===== src/hw/supply_ctrl_defs.svh =====
`ifndef SUPPLY_CTRL_DEFS_SVH
`define SUPPLY_CTRL_DEFS_SVH

// Register offsets on the byte access port.
`define HWA_OFFSET        7'h02
`define WDC_OFFSET        7'h03
`define BUSA_OFFSET       7'h04

// Hardware control register layout.
`define HWA_SRST_BIT      6
`define HWA_FO_BIT        5
`define HWA_CP_BIT        2
`define HWA_CNT_BIT       0
`define HWA_WMASK         8'h65
`define HWA_POR           8'h00
`define HWA_RESTART_KEEP  8'h45

// Watchdog control register layout.
`define WDC_PARITY_BIT    7
`define WDC_STOPOFF_BIT   6
`define WDC_WIN_BIT       5
`define WDC_WAKE_BIT      4
`define WDC_PERIOD_MSB    2
`define WDC_WMASK         8'hf7
`define WDC_POR           8'h14
`define WDC_RESTART_KEEP  8'hb0
`define WDC_RESTART_SET   8'h04

// Bus control register layout.
`define BUSA_MODE_MSB     1
`define BUSA_WMASK        8'h03
`define BUSA_POR          8'h00
`define BUSA_DEV_POR      8'h03
`define BUSA_FAILSAFE     8'h01

`endif


===== src/hw/supply_ctrl_pkg.sv =====
package supply_ctrl_pkg;

    // Transceiver states selected by the bus mode field.
    typedef enum logic [1:0] {
        CAN_OFF     = 2'h0,
        CAN_WAKE    = 2'h1,
        CAN_RX_ONLY = 2'h2,
        CAN_NORMAL  = 2'h3
    } can_mode_t;

    // Start-up sequence: power-on values are loaded once after reset release.
    typedef enum logic {
        ST_POWER_UP = 1'b0,
        ST_RUN      = 1'b1
    } init_state_t;

endpackage


===== src/hw/ctrl_byte_reg.sv =====
`timescale 1ns/10ps

// One 8-bit control byte with a per-bit write mask and a hardware load.
module ctrl_byte_reg #(
    parameter logic [7:0] RESET_VALUE = 8'h00
) (
    // Clock and reset.
    input  wire logic       clk,
    input  wire logic       rst,
    // Software write.
    input  wire logic       wr_en,
    input  wire logic [7:0] wr_mask,
    input  wire logic [7:0] wdata,
    // Hardware load, which wins over a write in the same cycle.
    input  wire logic       hw_load,
    input  wire logic [7:0] hw_value,
    // Stored value.
    output logic      [7:0] q_r
);

    logic [7:0] q_nxt;

    // A write only changes the bits that its mask opens.
    always_comb begin
        q_nxt = q_r;
        if (hw_load) begin
            q_nxt = hw_value;
        end else if (wr_en) begin
            q_nxt = (q_r & ~wr_mask) | (wdata & wr_mask);
        end
    end

    // Storage.
    always_ff @(posedge clk or posedge rst) begin
        if (rst) begin
            q_r <= RESET_VALUE;
        end else begin
            q_r <= q_nxt;
        end
    end

endmodule // ctrl_byte_reg


===== src/hw/supply_ctrl_regs.sv =====
`timescale 1ns/10ps
`include "supply_ctrl_defs.svh"

module supply_ctrl_regs
    import supply_ctrl_pkg::*;
(
    // Clock and reset.
    input  wire logic       clk,
    input  wire logic       rst,
    // Byte access from the serial frame logic.
    input  wire logic       acc_en,
    input  wire logic       acc_write,
    input  wire logic [6:0] acc_addr,
    input  wire logic [7:0] acc_wdata,
    // Mode events, one-cycle pulses.
    input  wire logic       soft_reset,
    input  wire logic       restart_entry,
    input  wire logic       failsafe_entry,
    input  wire logic [1:0] restart_can_mode,
    // Device conditions, levels.
    input  wire logic       development_mode,
    input  wire logic       lock_a,
    input  wire logic       lock_b,
    input  wire logic       failure_active,
    input  wire logic       pin_is_fail_output,
    input  wire logic       stop_mode,
    input  wire logic       can_wake_in_stop,
    // Read data and access status.
    output logic [7:0]      rdata_r,
    output logic            parity_error_r,
    // Controls to the rest of the chip.
    output logic            reset_pull_r,
    output logic            fail_output_r,
    output logic            charge_pump_enable_r,
    output logic            watchdog_fail_count_select_r,
    output logic            wdog_off_in_stop_r,
    output logic            window_type_select_r,
    output logic            wdog_wake_start_r,
    output logic [2:0]      watchdog_period_select_r,
    output can_mode_t       can_mode_r
);

    init_state_t state_r;
    init_state_t state_nxt;
    logic [7:0]  hwa_q;
    logic [7:0]  wdc_q;
    logic [7:0]  busa_q;
    logic        hwa_sel;
    logic        wdc_sel;
    logic        busa_sel;
    logic        wr_hit;
    logic        wdc_parity_ok;
    logic [7:0]  hwa_mask;
    logic        hwa_load;
    logic        wdc_load;
    logic        busa_load;
    logic [7:0]  hwa_value;
    logic [7:0]  wdc_value;
    logic [7:0]  busa_value;
    logic [7:0]  busa_por;
    logic [7:0]  hwa_srst;
    logic [7:0]  rdata_nxt;
    logic        parity_error_nxt;
    logic        reset_pull_nxt;
    logic        fail_output_nxt;
    logic        wdog_off_nxt;
    logic        wdog_wake_nxt;

    // Power-on values are loaded in the first cycle after reset release.
    always_comb begin
        state_nxt = ST_RUN;
        case (state_r)
            ST_POWER_UP: state_nxt = ST_RUN;
            ST_RUN:      state_nxt = ST_RUN;
            default:     state_nxt = ST_RUN;
        endcase
    end

    // Start-up state register.
    always_ff @(posedge clk or posedge rst) begin
        if (rst) begin
            state_r <= ST_POWER_UP;
        end else begin
            state_r <= state_nxt;
        end
    end

    // Address decode for the three control bytes.
    assign hwa_sel  = (acc_addr == `HWA_OFFSET);
    assign wdc_sel  = (acc_addr == `WDC_OFFSET);
    assign busa_sel = (acc_addr == `BUSA_OFFSET);
    assign wr_hit   = acc_en & acc_write;

    // The watchdog byte is taken only with an even count of ones.
    assign wdc_parity_ok = ~(^acc_wdata);

    // Locked bits drop out of the write mask; lock B is held outside until power-down.
    always_comb begin
        hwa_mask = `HWA_WMASK;
        if (lock_b) begin
            hwa_mask[`HWA_SRST_BIT] = 1'b0;
        end
        if (lock_a) begin
            hwa_mask[`HWA_CP_BIT] = 1'b0;
        end
    end

    // Soft-reset value of the hardware byte keeps the locked bits.
    always_comb begin
        hwa_srst = `HWA_POR;
        if (lock_b) begin
            hwa_srst[`HWA_SRST_BIT] = hwa_q[`HWA_SRST_BIT];
        end
        if (lock_a) begin
            hwa_srst[`HWA_CP_BIT] = hwa_q[`HWA_CP_BIT];
        end
    end

    // Development mode starts the transceiver in normal communication.
    assign busa_por = development_mode ? `BUSA_DEV_POR : `BUSA_POR;

    // Hardware loads of the hardware control byte: restart wins over soft reset.
    always_comb begin
        hwa_load  = 1'b0;
        hwa_value = hwa_q;
        if (state_r == ST_POWER_UP) begin
            hwa_load  = 1'b1;
            hwa_value = `HWA_POR;
        end else if (restart_entry) begin
            hwa_load  = 1'b1;
            hwa_value = hwa_q & `HWA_RESTART_KEEP;
        end else if (soft_reset) begin
            hwa_load  = 1'b1;
            hwa_value = hwa_srst;
        end
    end

    // Hardware loads of the watchdog byte.
    always_comb begin
        wdc_load  = 1'b0;
        wdc_value = wdc_q;
        if (state_r == ST_POWER_UP) begin
            wdc_load  = 1'b1;
            wdc_value = `WDC_POR;
        end else if (restart_entry) begin
            wdc_load  = 1'b1;
            wdc_value = (wdc_q & `WDC_RESTART_KEEP) | `WDC_RESTART_SET;
        end else if (soft_reset) begin
            wdc_load  = 1'b1;
            wdc_value = `WDC_POR;
        end
    end

    // Hardware loads of the bus byte: fail-safe wins over every cause but the power-up load.
    always_comb begin
        busa_load  = 1'b0;
        busa_value = busa_q;
        if (state_r == ST_POWER_UP) begin
            busa_load  = 1'b1;
            busa_value = busa_por;
        end else if (failsafe_entry) begin
            busa_load  = 1'b1;
            busa_value = `BUSA_FAILSAFE;
        end else if (restart_entry) begin
            busa_load  = 1'b1;
            busa_value = {6'h00, restart_can_mode};
        end else if (soft_reset) begin
            busa_load  = 1'b1;
            busa_value = busa_por;
        end
    end

    // Hardware control byte.
    ctrl_byte_reg #(
        .RESET_VALUE (`HWA_POR)
    ) u_hwa (
        .clk      (clk),
        .rst      (rst),
        .wr_en    (wr_hit & hwa_sel),
        .wr_mask  (hwa_mask),
        .wdata    (acc_wdata),
        .hw_load  (hwa_load),
        .hw_value (hwa_value),
        .q_r      (hwa_q)
    );

    // Watchdog control byte; a write with odd parity is dropped.
    ctrl_byte_reg #(
        .RESET_VALUE (`WDC_POR)
    ) u_wdc (
        .clk      (clk),
        .rst      (rst),
        .wr_en    (wr_hit & wdc_sel & wdc_parity_ok),
        .wr_mask  (`WDC_WMASK),
        .wdata    (acc_wdata),
        .hw_load  (wdc_load),
        .hw_value (wdc_value),
        .q_r      (wdc_q)
    );

    // Bus control byte.
    ctrl_byte_reg #(
        .RESET_VALUE (`BUSA_POR)
    ) u_busa (
        .clk      (clk),
        .rst      (rst),
        .wr_en    (wr_hit & busa_sel),
        .wr_mask  (`BUSA_WMASK),
        .wdata    (acc_wdata),
        .hw_load  (busa_load),
        .hw_value (busa_value),
        .q_r      (busa_q)
    );

    // Every access returns the content held before it; reserved bits are never stored.
    always_comb begin
        rdata_nxt = rdata_r;
        if (acc_en) begin
            rdata_nxt = 8'h00;
            if (hwa_sel) begin
                rdata_nxt = hwa_q & `HWA_WMASK;
            end else if (wdc_sel) begin
                rdata_nxt = wdc_q & `WDC_WMASK;
            end else if (busa_sel) begin
                rdata_nxt = busa_q & `BUSA_WMASK;
            end
        end
    end

    // Status and control outputs derived from the stored bytes, the access, the mode events and the device conditions.
    always_comb begin
        parity_error_nxt = wr_hit & wdc_sel & ~wdc_parity_ok;
        reset_pull_nxt   = soft_reset & ~hwa_q[`HWA_SRST_BIT];
        fail_output_nxt  = pin_is_fail_output & (hwa_q[`HWA_FO_BIT] | failure_active);
        wdog_off_nxt     = stop_mode & wdc_q[`WDC_STOPOFF_BIT];
        wdog_wake_nxt    = can_wake_in_stop & wdc_q[`WDC_WAKE_BIT];
    end

    // Output registers.
    always_ff @(posedge clk or posedge rst) begin
        if (rst) begin
            rdata_r                      <= 8'h00;
            parity_error_r               <= 1'b0;
            reset_pull_r                 <= 1'b0;
            fail_output_r                <= 1'b0;
            charge_pump_enable_r         <= 1'b0;
            watchdog_fail_count_select_r <= 1'b0;
            wdog_off_in_stop_r           <= 1'b0;
            window_type_select_r         <= 1'b0;
            wdog_wake_start_r            <= 1'b0;
            watchdog_period_select_r     <= 3'h0;
            can_mode_r                   <= CAN_OFF;
        end else begin
            rdata_r                      <= rdata_nxt;
            parity_error_r               <= parity_error_nxt;
            reset_pull_r                 <= reset_pull_nxt;
            fail_output_r                <= fail_output_nxt;
            charge_pump_enable_r         <= hwa_q[`HWA_CP_BIT];
            watchdog_fail_count_select_r <= hwa_q[`HWA_CNT_BIT];
            wdog_off_in_stop_r           <= wdog_off_nxt;
            window_type_select_r         <= wdc_q[`WDC_WIN_BIT];
            wdog_wake_start_r            <= wdog_wake_nxt;
            watchdog_period_select_r     <= wdc_q[`WDC_PERIOD_MSB:0];
            can_mode_r                   <= can_mode_t'(busa_q[`BUSA_MODE_MSB:0]);
        end
    end

endmodule // supply_ctrl_regs


===== config.mk =====
export PLATFORM = sky130hd
export DESIGN_NAME = supply_ctrl_regs
export DESIGN_NICKNAME = d
export VERILOG_FILES = /design/src/hw/supply_ctrl_pkg.sv /design/src/hw/ctrl_byte_reg.sv /design/src/hw/supply_ctrl_regs.sv
export VERILOG_INCLUDE_DIRS = /design/src /design/src/hw
export SDC_FILE = /design/constraint.sdc
export NUM_CORES = 1
export LEC_CHECK = 0
export BUFFER_PORTS_ARGS = -buffer_cell sky130_fd_sc_hd__buf_4
export CELL_PAD_IN_SITES_DETAIL_PLACEMENT = 2
export CELL_PAD_IN_SITES_GLOBAL_PLACEMENT = 2
export CORE_MARGIN = 10
export CORE_UTILIZATION = 29
export CTS_CLUSTER_SIZE = 30
export DETAILED_ROUTE_END_ITERATION = 7
export PLACE_DENSITY_LB_ADDON = 0.1
export SLEW_MARGIN = 15
export SYNTH_ARGS = -nofsm -noshare
export SYNTH_HDL_FRONTEND = slang
export SYNTH_SLANG_ARGS = --single-unit

===== constraint.sdc =====
create_clock -name clk -period 1.5 [get_ports clk]
set_input_delay 0.375 -clock clk [delete_from_list [all_inputs] [get_ports clk]]
set_output_delay 0.375 -clock clk [all_outputs]
set_load 0.01 [all_outputs]

# Word-level counts from Yosys, hierarchy flattened
# Index checks and enable logic that the tools add are counted.
[totals]
reg_bits = 46
input_bits = 31
[classes]
eq_ne = 9
n_mux = 29
n_bitwise = 19
reduce_logical = 11
[op_table]
columns = ["cell", "n"]
rows = [
  ["8-bit two-way mux", 18],
  ["7-bit by 2-bit == test with 1-bit output, second input constant", 2],
  ["3-bit inequality test, second input constant", 4],
  ["1-bit bitwise AND", 10],
  ["1-bit two-way mux", 9],
  ["8-bit by 7-bit bitwise AND with 8-bit output", 1],
  ["8-bit bitwise AND", 1],
  ["7-bit inverter with 8-bit output", 1],
  ["4-bit by 8-bit bitwise OR with 8-bit output", 1],
  ["8-bit by 2-bit bitwise OR with 8-bit output", 1],
  ["8-bit bitwise OR", 1],
  ["4-bit AND reduction", 2],
  ["8-bit XOR reduction", 1],
  ["7-bit by 3-bit == test with 1-bit output, second input constant", 1],
  ["2-bit AND reduction", 3],
  ["3-bit AND reduction", 2],
  ["2-bit nonzero test", 3],
  ["5-bit inequality test, second input constant", 1],
  ["2-bit two-way mux", 2],
  ["4-bit inequality test, second input constant", 1],
  ["1-bit inverter", 2],
  ["1-bit bitwise OR", 1],
]

# Depth between registers and ports, before layout
[logic_depth]
ltp_word = 6
mapped_depth = 6

# By module
# From an unflattened synthesis, not the netlist that was laid out.
[unflattened]
hier_cells = 252
hier_area_um2 = 2519.9
[modules_own_cells]
columns = ["mod", "n_inst", "cells_each", "area_each_um2", "seq_area_each_um2"]
rows = [
  ["supply_ctrl_regs", 1, 123, 1143.6, 525.5],
  ["ctrl_byte_reg (u_busa ...)", 2, 43, 457.9, 200.2],
  ["ctrl_byte_reg (u_wdc)", 1, 43, 460.4, 202.7],
]

# Worst setup path before layout
# Ideal clock, no wire load.
[synth_path]
path_kind = "input-to-reg"
startpoint = "input port acc_addr[3]"
endpoint = "register u_wdc.q_r[4]"
arrival_time_ns = 1.638
required_ns = 1.417
setup_slack_ns = -0.222
path_stages = 4
cell_sequence = "nor4_1 > nand3_1 > or3_4 > o32a_1"
[synth_via]
elab_chain_cells = 5
[synth_rtl]
columns = ["item", "line_no", "rtl"]
rows = [
  ["start: declaration", "supply_ctrl_regs.sv:13", "input wire logic [6:0] acc_addr,"],
  ["7-bit by 2-bit == test with 1-bit output (no line)", "n/a", ""],
  ["1-bit bitwise AND (2 in series)", "supply_ctrl_regs.sv:193", ".wr_en (wr_hit & wdc_sel & wdc_parity_ok),"],
  ["2-bit nonzero test (no line)", "n/a", ""],
  ["3-bit AND reduction (no line)", "n/a", ""],
  ["end signal: assignment", "ctrl_byte_reg.sv:38", "q_r <= q_nxt;"],
  ["end: declaration", "ctrl_byte_reg.sv:18", "output logic [7:0] q_r"],
]
# Every way passes these cells.
# A chain may end at the register's enable or synchronous reset.

# Worst setup path in the final report
[layout_path]
startpoint = "input port acc_wdata[4]"
endpoint = "register u_wdc.q_r[7]"
[layout_via]
elab_chain_cells = 5
[layout_rtl]
columns = ["item", "line_no", "rtl"]
rows = [
  ["start: declaration", "supply_ctrl_regs.sv:14", "input wire logic [7:0] acc_wdata,"],
  ["8-bit XOR reduction", "supply_ctrl_regs.sv:95", "assign wdc_parity_ok = ~(^acc_wdata);"],
  ["1-bit inverter", "supply_ctrl_regs.sv:95", ""],
  ["1-bit bitwise AND", "supply_ctrl_regs.sv:193", ""],
  ["2-bit nonzero test (no line)", "n/a", ""],
  ["3-bit AND reduction (no line)", "n/a", ""],
]
# Every way passes these cells.

==> results.ini <==
[drt]
drtIter0Drc=64
via_count=1478
drt_pass1_iterations=4
wl_um=6056
wire_per_inst_um=20.25
via_per_inst=4.943
ant_nets=0
remaining_drc_errors=0

[grt]
grt_pass1_vias=1741
overflow=0
grt_pass1_wl_um=9453
antenna_found_initial=0
grt_max_degree=35
grt_use_total=0.1403

[yosys]
synth_top_family_by_area=simple AND/OR/NAND/NOR gates
synth_edf_count=0
yosys-top-cells-count=32 x dfrtp_1, 14 x nand2_1, 10 x inv_1, 10 x nand3_1, 8 x o21ai_0
netlist_instances=148
yosysSeqAreaShare=0.5554
netlist.area_leader.share=0.5212
synth_seq_cells=34
syn_nets=179
synth_area_um2=1536
synth_area_per_cell_um2=10.38
synth-xor-area-share=0.04560
async_flop_share=1.000
synth_compound_area_frac=0.1580
yosysWarnings=0
muxShareOfSynthArea=0.03502
synth.distinct_cells=41
synth.most_common_cell=dfrtp_1
yosys.area_share.adder=0
synth-simple-area-share=0.1596
synthFlopType=dfrtp_1
synth_area_leaders=dfrtp_1 52%, xnor2_1 4.0%, dfstp_2 3.4%, nand2_1 3.4%, nand3_1 3.3%
synth_top_cell_by_area=dfrtp_1

[outcome]
status=finished, violations left
violations=setup timing

[cts]
cts_tree=built
numClockSinks=34
cts_max_level=2
cts_root_buffer=clkbuf_8
clkSlewWorstSetupHoldPaths_ps=80
worstSkewPairLatency_ps=290
cts-buffers-inserted=5
clk_path_buf_depth=2
postCtsHoldBufs=0

[finish]
diodes=0
syn2layout_area_growth_pct=59.04
ff_latch_area_um2=854.6
fin_cells=299
nFillCells=558
drive_above_1_share=0.4847
final_nets=259
multi_input_comb_area_um2=748.2

[min_path]
hold_class=in2async

[setup_path]
arrival_ps=1750
r2r_start=state_r
worstSetupEndpointType=register
worstSetupPathType=in2reg
reg2regPathDepth=4
critPathRequiredTime_ps=1680
path_max_fanout=3
regToRegSetupSlack_ps=150
timing.rr.end=u_busa.q_r[0]
start_kind=input pin

[power]
p_leak_uw=0.001120
finalPower_uw=2115
p_per_area_nw_per_um2=865.4
worst_ir_drop_vdd_v=0.0003752

[sta]
post-route-period-util=1.046
fmax_mhz=637.5
setup_violations=5
maxSlewViolCount=0
fin_crit_ps=1569
hold_viol_final=0
setup_ws_ps=-68.74
holdWs_ps=124.3
skew_ps=8.456
rsz0062_at_grt=true

[placed_design]
gp_congestion=0.7424
portBuffers=50
dp.final_hpwl_um=4657
pre_cts_slack_ps=-379.1
dp_cells=288

[die]
io_pins=52
die-area_um2=8610
rows=26
die_y_um=92.79
initial_core_util=0.3008
die_w_um=92.79
core_um2=5107

[job]
drv_cap=0

## flip-flops by register name (all words and copies together), names as in the netlist, 2 cells and up
name / flops
u_wdc.q_r: 7
can_mode_r: 2
rdata_r: 7
u_hwa.q_r: 4
u_busa.q_r: 2
watchdog_period_select_r: 3
## worst max-delay path, stage by stage
cell,delay (ps)
buf_4,130
xnor2_4,140
xnor2_2,160
xor2_2,200
or3_4,420
o32ai_2,310
## cell type report
class | count | area share
Multi-Input combinational cell | 98 | 0.3062
Inverter | 10 | 0.01536
Clock buffer | 6 | 0.03379
Clock inverter | 2 | 0.005120
Tap cell | 70 | 0.03584
Timing Repair Buffer | 79 | 0.2540
Sequential cell | 34 | 0.3497
## worst max-delay path by stage
stage / depth (start not counted) / slack, ps / start / to
floorplan: 4 / -80 / acc_addr[3] / u_wdc.q_r[4]
global placement: 5 / -280 / acc_addr[3] / u_wdc.q_r[4]
detailed placement: 6 / -380 / acc_addr[3] / u_wdc.q_r[6]
CTS: 6 / -9 / acc_wdata[3] / u_wdc.q_r[4]
global route: 6 / -120 / acc_wdata[7] / u_wdc.q_r[7]
finish: 6 / -70 / acc_wdata[4] / u_wdc.q_r[7]
## routing by layer
metal	track usage	up-vias	share of wire
li1	-	677	-
met1	0.1464	752	0.39
met2	0.2652	42	0.54
met3	0.04520	7	0.051
met4	0.03085	0	0.015
met5	0	-	0
## layout by cell type, fill, tap and decap left out, types with 3 or more instances in the layout
| cell | Yosys | layout |
|---|---|---|
| a21oi_1 | 5 | 5 |
| buf_4 | 1 | 75 |
| mux2_2 | 3 | 3 |
| o21ai_1 | 0 | 4 |
| clkbuf_8 | 0 | 6 |
| nor2b_1 | 4 | 3 |
| nor2_1 | 5 | 4 |
| dfrtp_1 | 32 | 31 |
| o21ai_0 | 8 | 4 |
| xnor2_2 | 0 | 5 |
| nand2_1 | 14 | 14 |
| inv_1 | 10 | 10 |
| o22ai_1 | 6 | 6 |
| nand3_1 | 10 | 8 |
| nand2b_1 | 3 | 3 |
## per-stage QoR
stage               utilization  area [um2]  TNS, ps
floorplan                     -        1612   -429.1
global placement         0.4417        2256    -3151
detailed placement       0.4417        2256    -4246
CTS                      0.4738        2420   -10.33
global route             0.4784        2444   -656.1
finish                   0.4784        2444   -208.0
## timing repair
action                     in CTS  in global routing
gates resized for setup        12                  6
setup endpoints to repair       8                 11
setup buffers                   2                  1
pin swaps                       6                  7
cloned                          0                  0
## where the power goes
part / total [uW] / switching, uW / internal [uW]
clock network: 720 / 351 / 369
registers: 948 / 13.9 / 934
logic: 447 / 216 / 231
## cells by family after synthesis
group,count (synthesis)
mux,5
simple gates,47
flops,34
xor+xnor,8
buf+inv,16
compound gates,36
other cells,2
(Power assumes the default switching activity.)
